### src/core/mfd_defines.vh
`ifndef MFD_DEFINES_VH
`define MFD_DEFINES_VH

// Data widths
`define MFD_IN_W          12
`define MFD_FULL_W        18
`define MFD_RED_W         14
`define MFD_EXT_W         6
`define MFD_DROP_W        4

// Rate factors and input buffer depth
`define MFD_DEC_M         4
`define MFD_INT_P         4
`define MFD_START_DEPTH   8
`define MFD_DEC_M_CNT     4'h4
`define MFD_START_CNT     4'h8

// APB register byte offsets
`define MFD_ADDR_CTRL     8'h00
`define MFD_ADDR_ROUND    8'h04
`define MFD_ADDR_CYCLES   8'h08
`define MFD_ADDR_STATUS   8'h0c
`define MFD_ADDR_OUTCNT   8'h10

// Control register fields
`define MFD_CTRL_INT      0
`define MFD_CTRL_CE       1
`define MFD_CTRL_DA       2
`define MFD_CTRL_W        3

// Reset values
`define MFD_CTRL_RST      3'h0
`define MFD_ROUND_RST     4'h0
`define MFD_CYCLES_RST    8'h04

// Output styles
`define MFD_RND_FULL      4'h0
`define MFD_RND_TRUNC     4'h1
`define MFD_RND_DOWN      4'h2
`define MFD_RND_UP        4'h3
`define MFD_RND_SZERO     4'h4
`define MFD_RND_ASZERO    4'h5
`define MFD_RND_SINF      4'h6
`define MFD_RND_ASINF     4'h7
`define MFD_RND_CEVEN     4'h8
`define MFD_RND_CODD      4'h9

`endif

### src/core/mfd_top.v
`timescale 1ns/10ps
`default_nettype none

`include "mfd_defines.vh"

module mfd_top (
  // Clock and reset
  input  wire                     pclk,
  input  wire                     presetn,
  // APB slave
  input  wire                     psel,
  input  wire                     penable,
  input  wire                     pwrite,
  input  wire [7:0]               paddr,
  input  wire [31:0]              pwdata,
  output wire [31:0]              prdata,
  output wire                     pready,
  output wire                     pslverr,
  // Sample input
  input  wire [`MFD_IN_W-1:0]     sample_in,
  input  wire                     new_sample_strobe,
  input  wire                     ce,
  output wire                     ready_for_data,
  // Sample output
  output wire [`MFD_FULL_W-1:0]   sample_out,
  output wire                     output_valid,
  input  wire                     out_ready
);

  // Sign extension to the internal result width
  function [`MFD_FULL_W-1:0] mfd_sext;
    input [`MFD_IN_W-1:0] x;
    begin
      mfd_sext = {{`MFD_EXT_W{x[`MFD_IN_W-1]}}, x};
    end
  endfunction

  // Output width reduction; reduced results are sign extended
  function [`MFD_FULL_W-1:0] mfd_round;
    input [3:0]             mode;
    input [`MFD_FULL_W-1:0] x;
    reg   [`MFD_RED_W-1:0]  kept;
    reg   [`MFD_RED_W-1:0]  r;
    reg                     dmsb;
    reg                     drest;
    reg                     s;
    reg                     inc;
    begin
      kept  = x[`MFD_FULL_W-1:`MFD_DROP_W];
      dmsb  = x[`MFD_DROP_W-1];
      drest = |x[`MFD_DROP_W-2:0];
      s     = x[`MFD_FULL_W-1];
      case (mode)
        `MFD_RND_UP:     inc = dmsb;
        `MFD_RND_SZERO:  inc = dmsb & (s | drest);
        `MFD_RND_ASZERO: inc = dmsb & s;
        `MFD_RND_SINF:   inc = dmsb & (~s | drest);
        `MFD_RND_ASINF:  inc = dmsb & ~s;
        `MFD_RND_CEVEN:  inc = dmsb & (drest | kept[0]);
        `MFD_RND_CODD:   inc = dmsb & (drest | ~kept[0]);
        default:         inc = 1'b0;
      endcase
      r = kept + {{(`MFD_RED_W-1){1'b0}}, inc};
      if (mode == `MFD_RND_FULL)
        mfd_round = x;
      else
        mfd_round = {{`MFD_DROP_W{r[`MFD_RED_W-1]}}, r};
    end
  endfunction

  // Configuration and status registers
  reg  [`MFD_CTRL_W-1:0]   ctrl_reg;
  reg  [3:0]               round_reg;
  reg  [7:0]               cycles_reg;
  reg  [15:0]              out_cnt_reg;
  reg  [31:0]              prdata_reg;
  reg                      perr_reg;

  // Decimator state
  reg  [`MFD_IN_W-1:0]     db_reg [0:`MFD_START_DEPTH-1];
  reg  [3:0]               dcnt_reg;
  reg                      start_reg;
  reg  [`MFD_FULL_W-1:0]   acc_reg;
  reg                      res_valid_reg;

  // Shared sub-filter cycle counter
  reg  [7:0]               calc_cnt_reg;

  // Interpolator state
  reg  [`MFD_IN_W-1:0]     ihold_reg;
  reg  [`MFD_FULL_W-1:0]   bank_reg [0:`MFD_INT_P-1];
  reg                      bank_valid_reg;
  reg  [1:0]               seq_reg;

  // Two-entry output buffer
  reg  [`MFD_FULL_W-1:0]   ob_reg [0:1];
  reg  [1:0]               ob_cnt_reg;

  wire                     mode_int;
  wire                     ctl_ce;
  wire                     arch_da;
  wire                     adv;
  wire [7:0]               lcyc;
  wire [3:0]               eff_round;
  wire                     take;
  wire                     dec_take;
  wire                     int_take;
  wire                     dec_start;
  wire [3:0]               dec_wi;
  wire [`MFD_FULL_W-1:0]   dec_sum;
  wire                     bank_free;
  wire                     calc_step;
  wire                     calc_done;
  wire                     int_latch;
  wire                     push_valid;
  wire [`MFD_FULL_W-1:0]   push_data;
  wire                     ob_in_ready;
  wire                     ob_push;
  wire                     ob_pop;
  wire                     apb_wr;
  wire                     apb_setup;
  reg  [31:0]              rd_mux;
  reg                      rd_err;

  assign mode_int  = ctrl_reg[`MFD_CTRL_INT];
  assign ctl_ce    = ctrl_reg[`MFD_CTRL_CE];
  assign arch_da   = ctrl_reg[`MFD_CTRL_DA];
  // Zero would stall the counter forever, so it means one
  assign lcyc      = (cycles_reg == 8'h00) ? 8'h01 : cycles_reg;

  assign adv       = ctl_ce ? ce : 1'b1;

  assign eff_round = arch_da ? `MFD_RND_FULL : round_reg;

  assign take      = ready_for_data & (ctl_ce ? ce : new_sample_strobe);
  assign dec_take  = take & ~mode_int;
  assign int_take  = take & mode_int;

  // Eight from rest, counting a block in the engine
  assign ready_for_data = mode_int ?
                          ((calc_cnt_reg == 8'h00) |
                           (calc_cnt_reg == 8'h01 & calc_step)) :
                          (dcnt_reg < ((start_reg & ~res_valid_reg &
                                        (calc_cnt_reg == 8'h00)) ?
                                       `MFD_START_CNT : `MFD_DEC_M_CNT));

  // Decimator consumes a block of four once the engine is free
  assign dec_start = ~mode_int & adv & (calc_cnt_reg == 8'h00) &
                     ~res_valid_reg & (dcnt_reg >= `MFD_DEC_M_CNT);
  assign dec_wi    = dec_start ? dcnt_reg - `MFD_DEC_M_CNT : dcnt_reg;
  assign dec_sum   = mfd_sext(db_reg[0]) + mfd_sext(db_reg[1]) +
                     mfd_sext(db_reg[2]) + mfd_sext(db_reg[3]);

  // Last phase leaving the bank frees it for the next block
  assign bank_free = ~bank_valid_reg |
                     (ob_push & (seq_reg == 2'd3));
  assign calc_step = adv & (calc_cnt_reg != 8'h00) &
                     ~(mode_int & (calc_cnt_reg == 8'h01) & ~bank_free);
  assign calc_done = calc_step & (calc_cnt_reg == 8'h01);
  assign int_latch = mode_int & calc_done;

  assign push_valid = mode_int ? bank_valid_reg : res_valid_reg;
  assign push_data  = mfd_round(eff_round,
                                mode_int ? bank_reg[seq_reg] : acc_reg);

  // Refusing on full keeps the buffer honest; upstream stalls instead
  assign ob_in_ready = (ob_cnt_reg != 2'd2);
  assign ob_push     = push_valid & ob_in_ready & adv;
  assign ob_pop      = (ob_cnt_reg != 2'd0) & out_ready & adv;

  assign output_valid = ob_pop;
  assign sample_out   = ob_reg[0];

  // APB: one wait-free access phase; read data captured at setup
  assign apb_setup = psel & ~penable;
  assign apb_wr    = psel & penable & pwrite;
  assign pready    = 1'b1;
  assign pslverr   = psel & penable & perr_reg;
  assign prdata    = prdata_reg;

  always @* begin
    rd_mux = 32'h0000_0000;
    rd_err = 1'b0;
    case (paddr)
      `MFD_ADDR_CTRL:   rd_mux = {29'h0, ctrl_reg};
      `MFD_ADDR_ROUND:  rd_mux = {28'h0, round_reg};
      `MFD_ADDR_CYCLES: rd_mux = {24'h0, cycles_reg};
      `MFD_ADDR_STATUS: rd_mux = {22'h0, ob_cnt_reg,
                                  calc_cnt_reg != 8'h00,
                                  push_valid, ready_for_data,
                                  start_reg, dcnt_reg};
      `MFD_ADDR_OUTCNT: rd_mux = {16'h0, out_cnt_reg};
      default:          rd_err = 1'b1;
    endcase
  end

  always @(posedge pclk or negedge presetn) begin
    if (!presetn) begin
      ctrl_reg    <= `MFD_CTRL_RST;
      round_reg   <= `MFD_ROUND_RST;
      cycles_reg  <= `MFD_CYCLES_RST;
      prdata_reg  <= 32'h0000_0000;
      perr_reg    <= 1'b0;
      out_cnt_reg <= 16'h0000;
    end else begin
      if (apb_setup) begin
        prdata_reg <= pwrite ? 32'h0000_0000 : rd_mux;
        perr_reg   <= rd_err;
      end
      if (apb_wr) begin
        case (paddr)
          `MFD_ADDR_CTRL:   ctrl_reg   <= pwdata[`MFD_CTRL_W-1:0];
          `MFD_ADDR_ROUND:  round_reg  <= pwdata[3:0];
          `MFD_ADDR_CYCLES: cycles_reg <= pwdata[7:0];
          default:          ctrl_reg   <= ctrl_reg;
        endcase
      end
      if (ob_pop)
        out_cnt_reg <= out_cnt_reg + 16'h0001;
    end
  end

  // Decimator input buffer: shift down by a block, then write
  genvar i;
  generate
    for (i = 0; i < `MFD_START_DEPTH; i = i + 1) begin : g_dbuf
      wire [`MFD_IN_W-1:0] shifted;
      if (i < `MFD_START_DEPTH - `MFD_DEC_M) begin : g_sh
        assign shifted = dec_start ? db_reg[i + `MFD_DEC_M] : db_reg[i];
      end else begin : g_hold
        assign shifted = db_reg[i];
      end
      always @(posedge pclk or negedge presetn) begin
        if (!presetn)
          db_reg[i] <= {`MFD_IN_W{1'b0}};
        else if (dec_take && dec_wi == i)
          db_reg[i] <= sample_in;
        else
          db_reg[i] <= shifted;
      end
    end
  endgenerate

  always @(posedge pclk or negedge presetn) begin
    if (!presetn) begin
      dcnt_reg      <= 4'h0;
      start_reg     <= 1'b1;
      acc_reg       <= {`MFD_FULL_W{1'b0}};
      res_valid_reg <= 1'b0;
      calc_cnt_reg  <= 8'h00;
      ihold_reg     <= {`MFD_IN_W{1'b0}};
    end else begin
      dcnt_reg <= dec_wi + {3'h0, dec_take};
      if (dec_start)
        acc_reg <= dec_sum;
      if (dec_start || int_take)
        calc_cnt_reg <= lcyc;
      else if (calc_step)
        calc_cnt_reg <= calc_cnt_reg - 8'h01;
      if (int_take)
        ihold_reg <= sample_in;
      if (~mode_int && calc_done)
        res_valid_reg <= 1'b1;
      else if (~mode_int && ob_push)
        res_valid_reg <= 1'b0;
      if (~mode_int && ob_push)
        start_reg <= 1'b0;
    end
  end

  genvar k;
  generate
    for (k = 0; k < `MFD_INT_P; k = k + 1) begin : g_phase
      localparam [`MFD_FULL_W-1:0] WEIGHT = k + 1;
      wire [`MFD_FULL_W-1:0] phase_val = mfd_sext(ihold_reg) * WEIGHT;
      always @(posedge pclk or negedge presetn) begin
        if (!presetn)
          bank_reg[k] <= {`MFD_FULL_W{1'b0}};
        else if (int_latch)
          bank_reg[k] <= phase_val;
      end
    end
  endgenerate

  always @(posedge pclk or negedge presetn) begin
    if (!presetn) begin
      bank_valid_reg <= 1'b0;
      seq_reg        <= 2'd0;
    end else begin
      if (mode_int && ob_push)
        seq_reg <= seq_reg + 2'd1;
      if (int_latch)
        bank_valid_reg <= 1'b1;
      else if (mode_int && ob_push && seq_reg == 2'd3)
        bank_valid_reg <= 1'b0;
    end
  end

  // Output buffer; head register feeds the sink directly
  always @(posedge pclk or negedge presetn) begin
    if (!presetn) begin
      ob_reg[0]  <= {`MFD_FULL_W{1'b0}};
      ob_reg[1]  <= {`MFD_FULL_W{1'b0}};
      ob_cnt_reg <= 2'd0;
    end else begin
      case ({ob_push, ob_pop})
        2'b11: begin
          if (ob_cnt_reg == 2'd1) begin
            ob_reg[0] <= push_data;
          end else begin
            ob_reg[0] <= ob_reg[1];
            ob_reg[1] <= push_data;
          end
        end
        2'b01: begin
          ob_reg[0]  <= ob_reg[1];
          ob_cnt_reg <= ob_cnt_reg - 2'd1;
        end
        2'b10: begin
          if (ob_cnt_reg == 2'd0)
            ob_reg[0] <= push_data;
          else
            ob_reg[1] <= push_data;
          ob_cnt_reg <= ob_cnt_reg + 2'd1;
        end
        default: ob_cnt_reg <= ob_cnt_reg;
      endcase
    end
  end

endmodule

`default_nettype wire

### config.mk
export PLATFORM = sky130hd
export DESIGN_NAME = mfd_top
export DESIGN_NICKNAME = d
export VERILOG_FILES = /design/src/core/mfd_top.v
export VERILOG_INCLUDE_DIRS = /design/src /design/src/core
export SDC_FILE = /design/constraint.sdc
export NUM_CORES = 1
export LEC_CHECK = 0
export ABC_AREA = 1
export BUFFER_PORTS_ARGS = -buffer_cell sky130_fd_sc_hd__buf_4
export CAP_MARGIN = 20
export CORE_MARGIN = 3
export CORE_UTILIZATION = 35
export CTS_CLUSTER_SIZE = 28
export DETAILED_ROUTE_END_ITERATION = 6
export GPL_ROUTABILITY_DRIVEN = 0
export GPL_TIMING_DRIVEN = 1
export MAX_ROUTING_LAYER = met4
export PLACE_DENSITY_LB_ADDON = 0.25
export SYNTH_ARGS = -nofsm -noshare
export SYNTH_HDL_FRONTEND = slang
export SYNTH_SLANG_ARGS = --single-unit
### constraint.sdc
create_clock -name pclk -period 8.5 [get_ports pclk]
set_input_delay 1.7 -clock pclk [delete_from_list [all_inputs] [get_ports pclk]]
set_output_delay 1.7 -clock pclk [all_outputs]
set_load 0.01 [all_outputs]
# After elaboration in Yosys (flattened, before gate mapping)
# Cells that the tools add are included.
totals:
  wordCells: 193
  in_bits: 60
  ff_bits: 299
op_classes:
  reduce_logical: 38
  mul: 1
  mux: 38
  eq_ne: 28
  n_lt_le_gt_ge: 3
  bitwise: 45
  addsub: 11
ops:
  columns: ["op", "count"]
  rows:
  - ["$mux W18", 8]
  - ["$mux W12", 8]
  - ["$pmux W16 S5", 1]
  - ["$pmux W18 S3", 1]
  - ["$bmux W18 S2", 1]
  - ["$pmux W18 S2", 1]
  - ["$eq A4 B3 Y1 const B", 8]
  - ["$mux W32", 1]
  - ["$and A1 B1 Y1", 30]
  - ["$logic_not A8 Y1", 3]
  - ["$mux W8", 3]
  - ["$reduce_bool A2 Y1", 10]
  - ["$mul A18 B2 Y18 const B", 1]
  - ["$add A16 B1 Y16 const B", 1]
  - ["$eq A8 B4 Y1 const B", 2]
  - ["$add A14 B12 Y15", 1]
  - ["$add A13 B12 Y14", 1]
  - ["$add A14 B1 Y14", 1]
  - ["$add A12 B12 Y13", 1]
  - ["$eq A4 B2 Y1 const B", 3]
  - ["$logic_and A1 B1 Y1", 12]
  - ["$mux W4", 3]
  - ["$mux W1", 9]
  - ["$eq A4 B4 Y1 const B", 2]
  - ["other kinds (29)", 52]

# Longest topological paths before layout
depth:
  word_depth: 16
  depth_mapped: 26

# Worst setup path before layout
# Ideal clock, no wire load.
synth_timing:
  kind: "input port to output port"
  from: "in ce"
  to: "out ready_for_data"
  t_required_ns: 6.800
  path_buffers: 0
  path_slack_ns: 4.158
  stages: 9
  t_arrival_ns: 2.642
  path_cell_list: "nor2_2 -> or2_4 -> nor2_4 -> nand2_1 -> nand3_2 -> nand2_2 -> nor2_4 -> nand2_4 -> nand2_8"
synth_between:
  elab_chain_len: 11
synth_rtl:
  columns: ["element", "line", "source"]
  rows:
  - ["start: declaration", "mfd_top.v:22", "input wire ce,"]
  - ["$mux W1 (*)", "mfd_top.v:131", "assign adv = ctl_ce ? ce : 1'b1;"]
  - ["$and A1 B1 Y1", "mfd_top.v:168", "assign ob_push = push_valid & ob_in_ready & adv;"]
  - ["$and A1 B1 Y1", "mfd_top.v:156", "(ob_push & (seq_reg == 2'd3));"]
  - ["$or A1 B1 Y1", "mfd_top.v:155", "assign bank_free = ~bank_valid_reg |"]
  - ["$not A1 Y1", "mfd_top.v:158", "~(mode_int & (calc_cnt_reg == 8'h01) & ~bank_free);"]
  - ["$and A1 B1 Y1", "mfd_top.v:158", null]
  - ["$not A1 Y1", "mfd_top.v:158", null]
  - ["$and A1 B1 Y1 (*)", "mfd_top.v:157", "assign calc_step = adv & (calc_cnt_reg != 8'h00) &"]
  - ["$and A1 B1 Y1 (*)", "mfd_top.v:142", "(calc_cnt_reg == 8'h01 & calc_step)) :"]
  - ["$or A1 B1 Y1 (*)", "mfd_top.v:141", "((calc_cnt_reg == 8'h00) |"]
  - ["$mux W1 (*)", "mfd_top.v:140", "assign ready_for_data = mode_int ?"]
  - ["end: declaration", "mfd_top.v:23", "output wire ready_for_data,"]
# Mark *: on every way between the ends. The rest lies on a longest branch, timed or not.

# Final worst setup path
# Ends and elaborated chain as after synthesis.

==> reports/metrics.yaml <==
clock_network:
  postCtsSetupBuffers: 0
  cts_tree: "yes"
  cts-htree-levels: 1
  cts_hold_buf: 0
  worstSkewPairLatency_ps: 570
  numCtsBuffers: 30
  clk_pin_slew_ps: 60
  cts.sinks: 244
  cts_root_buffer: "clkbuf_16"
  post_cts_resized: 0
  clock_path_buffers: 3
floorplan:
  coreArea_sq_um: 39800
  placementRows: 73
  dieArea_sq_um: 42900
  die_w_um: 207
  ioPinCount: 114
  die_h_um: 207
  initial_core_util: 0.355
setup_path:
  cp.required_ps: 6800
  endpoint_kind: "output pin"
  critical_path_arrival_ps: 3290
  crit_path_max_incr_delay_ps: 250
  cp_max_fo: 36
  critPathKind: "in2out"
  crit_chain: "buf_4 -> nor2_2 -> or2_4 -> nor2_4 -> nand2_1 -> nand3_2 -> nand2_2 -> nor2_4 -> nand2_4 -> nand2_8 -> buf_4"
  critPathSlowestCell: "nand2_4"
  worstSetupStartpointType: "primary input"
routing:
  vias_per_cell: 5.02
  postRouteAntennaNets: 0
  drc_errors: 0
  drt-initial-drc-count: 890
  via_count: 11700
  drt-total-wl_um: 37800
  dr.pass1.iters: 5
  wl_per_cell_um: 16.2
status:
  status: "completed"
synthesis:
  syn_area_per_cell_sq_um: 8.02
  synth.area.top_cells: "dfrtp_1, nand2_1, nand3_1"
  yosysTopAreaCell: "dfrtp_1"
  ys_ff_latch: 244
  synth_flop_cell: "dfrtp_1"
  seq_area_frac_synth: 0.432
  syn_area_sq_um: 14100
  synth-edff-count: 0
  synth_most_common_cell: "nand2_1"
  syn_inst: 1763
  ys_warn_count: 0
  synth_common_cells: "nand2_1, dfrtp_1, nand3_1, inv_1, o21ai_0"
  synth_top_area_frac: 0.428
  synth_cell_types: 59
  async_reset_ff_frac: 1.00
sta:
  hold_viol: 0
  tns_ps: 0
  period_share: 0.587
  fmax_mhz: 200
  drv_slew: 0
  hold_ws_ps: 473
  grt_setup_unrepaired: "false"
  relSlewSlack: 0.415
  fin_crit_ps: 4990
  worstMarginPinSlew_ps: 878
  setup_viol: 0
  skew_ps: 21.9
pwr:
  vdd_drop_max_uv: 186
  p_per_area_nw_per_um2: 320
  leakagePower_nw: 7.71
finish:
  num-nets-final: 1915
  syn_to_final_growth_pct: 12.0
  nFillCells: 4090
  ff_latch_area_sq_um: 6110
  multiInputGateArea_sq_um: 6900
  layout-drive-gt1-share: 0.103
  diodes: 0
global_route:
  track_usage: 0.178
  antenna_found_initial: 0
  grt_pass1_vias: 11400
  grt_pass1_wl_um: 61500
  grt_overflow: 0
  grt_max_degree: 146
flow_run:
  maxCapViolations: 0
placement:
  dpl.hpwl_um: 26100
  numPortBuffers: 72
min_path:
  hold_path_class: "reg2reg"
==> placed cells by master (no fill, tap or decap), types with 26 or more instances in the layout <==
master	synthesis	final
nand2_1	489	488
a21oi_1	66	66
o21ai_1	32	32
nor2_1	99	99
xor2_1	33	33
dfrtp_1	242	242
o21ai_0	113	113
inv_1	134	134
buf_4	42	76
nand3_1	233	233
fa_1	26	26
clkbuf_16	0	30
ha_1	44	44
==> cell type report <==
class | count | area share
Clock buffer | 40 | 0.0523
Clock inverter | 14 | 0.0107
Inverter | 152 | 0.0360
Multi-Input combinational cell | 1279 | 0.435
Sequential cell | 244 | 0.386
Tap cell | 525 | 0.0415
Timing Repair Buffer | 78 | 0.0382
==> critical path, delay by kind of cell <==
| kind | cells | cell delay (ps) |
|---|---|---|
| buffers and inverters | 2 | 240 |
| and+or+nand+nor | 9 | 1330 |
==> through the flow <==
stage	worst slack [ps]	total power, mW	cell area (sq um)	util	std cells
2_1_floorplan	4160	3.24	14200	-	1778
3_3_place_gp	3490	3.75	14800	0.373	2278
3_5_place_dp	3480	3.80	14800	0.373	2278
4_1_cts	3470	5.12	15800	0.398	2332
5_1_grt	3360	5.48	15800	0.398	2332
6_report	3510	5.06	15800	0.398	2332
==> power by group <==
part | internal, mW | switching (mW) | total, mW | leakage, nW
Sequential | 1.50 | 0.246 | 1.74 | 3.16
Clock | 0.775 | 0.509 | 1.28 | 0.485
Combinational | 0.784 | 1.25 | 2.04 | 4.06
Total | 3.05 | 2.01 | 5.06 | 7.71
==> kinds of logic after synthesis <==
kind of cell / Yosys count / share of synthesized area
buf+inv: 255 / 0.0845
other cells: 2 / 0.000531
flops: 244 / 0.432
xor+xnor: 41 / 0.0259
compound gates: 271 / 0.107
simple gates: 880 / 0.274
fa+ha+maj: 70 / 0.0757
==> layer usage <==
| metal | vias up | GRT usage | wire (um) |
|---|---|---|---|
| li1 | 5790 | - | - |
| met4 | 0 | 0.0351 | 612 |
| met5 | - | - | 0 |
| met2 | 263 | 0.283 | 17600 |
| met1 | 5613 | 0.245 | 17800 |
| met3 | 51 | 0.0238 | 1750 |
==> final timing paths <==
check                      cells past startpoint                   end  slack (ps)            startpoint
hold / removal                                 2  g_dbuf[7].shifted[1]         470  g_dbuf[7].shifted[1]
min in group asynchronous                      1            prdata[12]        1170               presetn
max in group asynchronous                      2            db_reg[61]        6010               presetn
setup / recovery                              11        ready_for_data        3510                    ce
hold reg to reg                                2  g_dbuf[7].shifted[1]         470  g_dbuf[7].shifted[1]
setup reg to reg                              19         sample_out[8]        4400            seq_reg[1]
No activity file was read; power rests on OpenSTA's default activity.
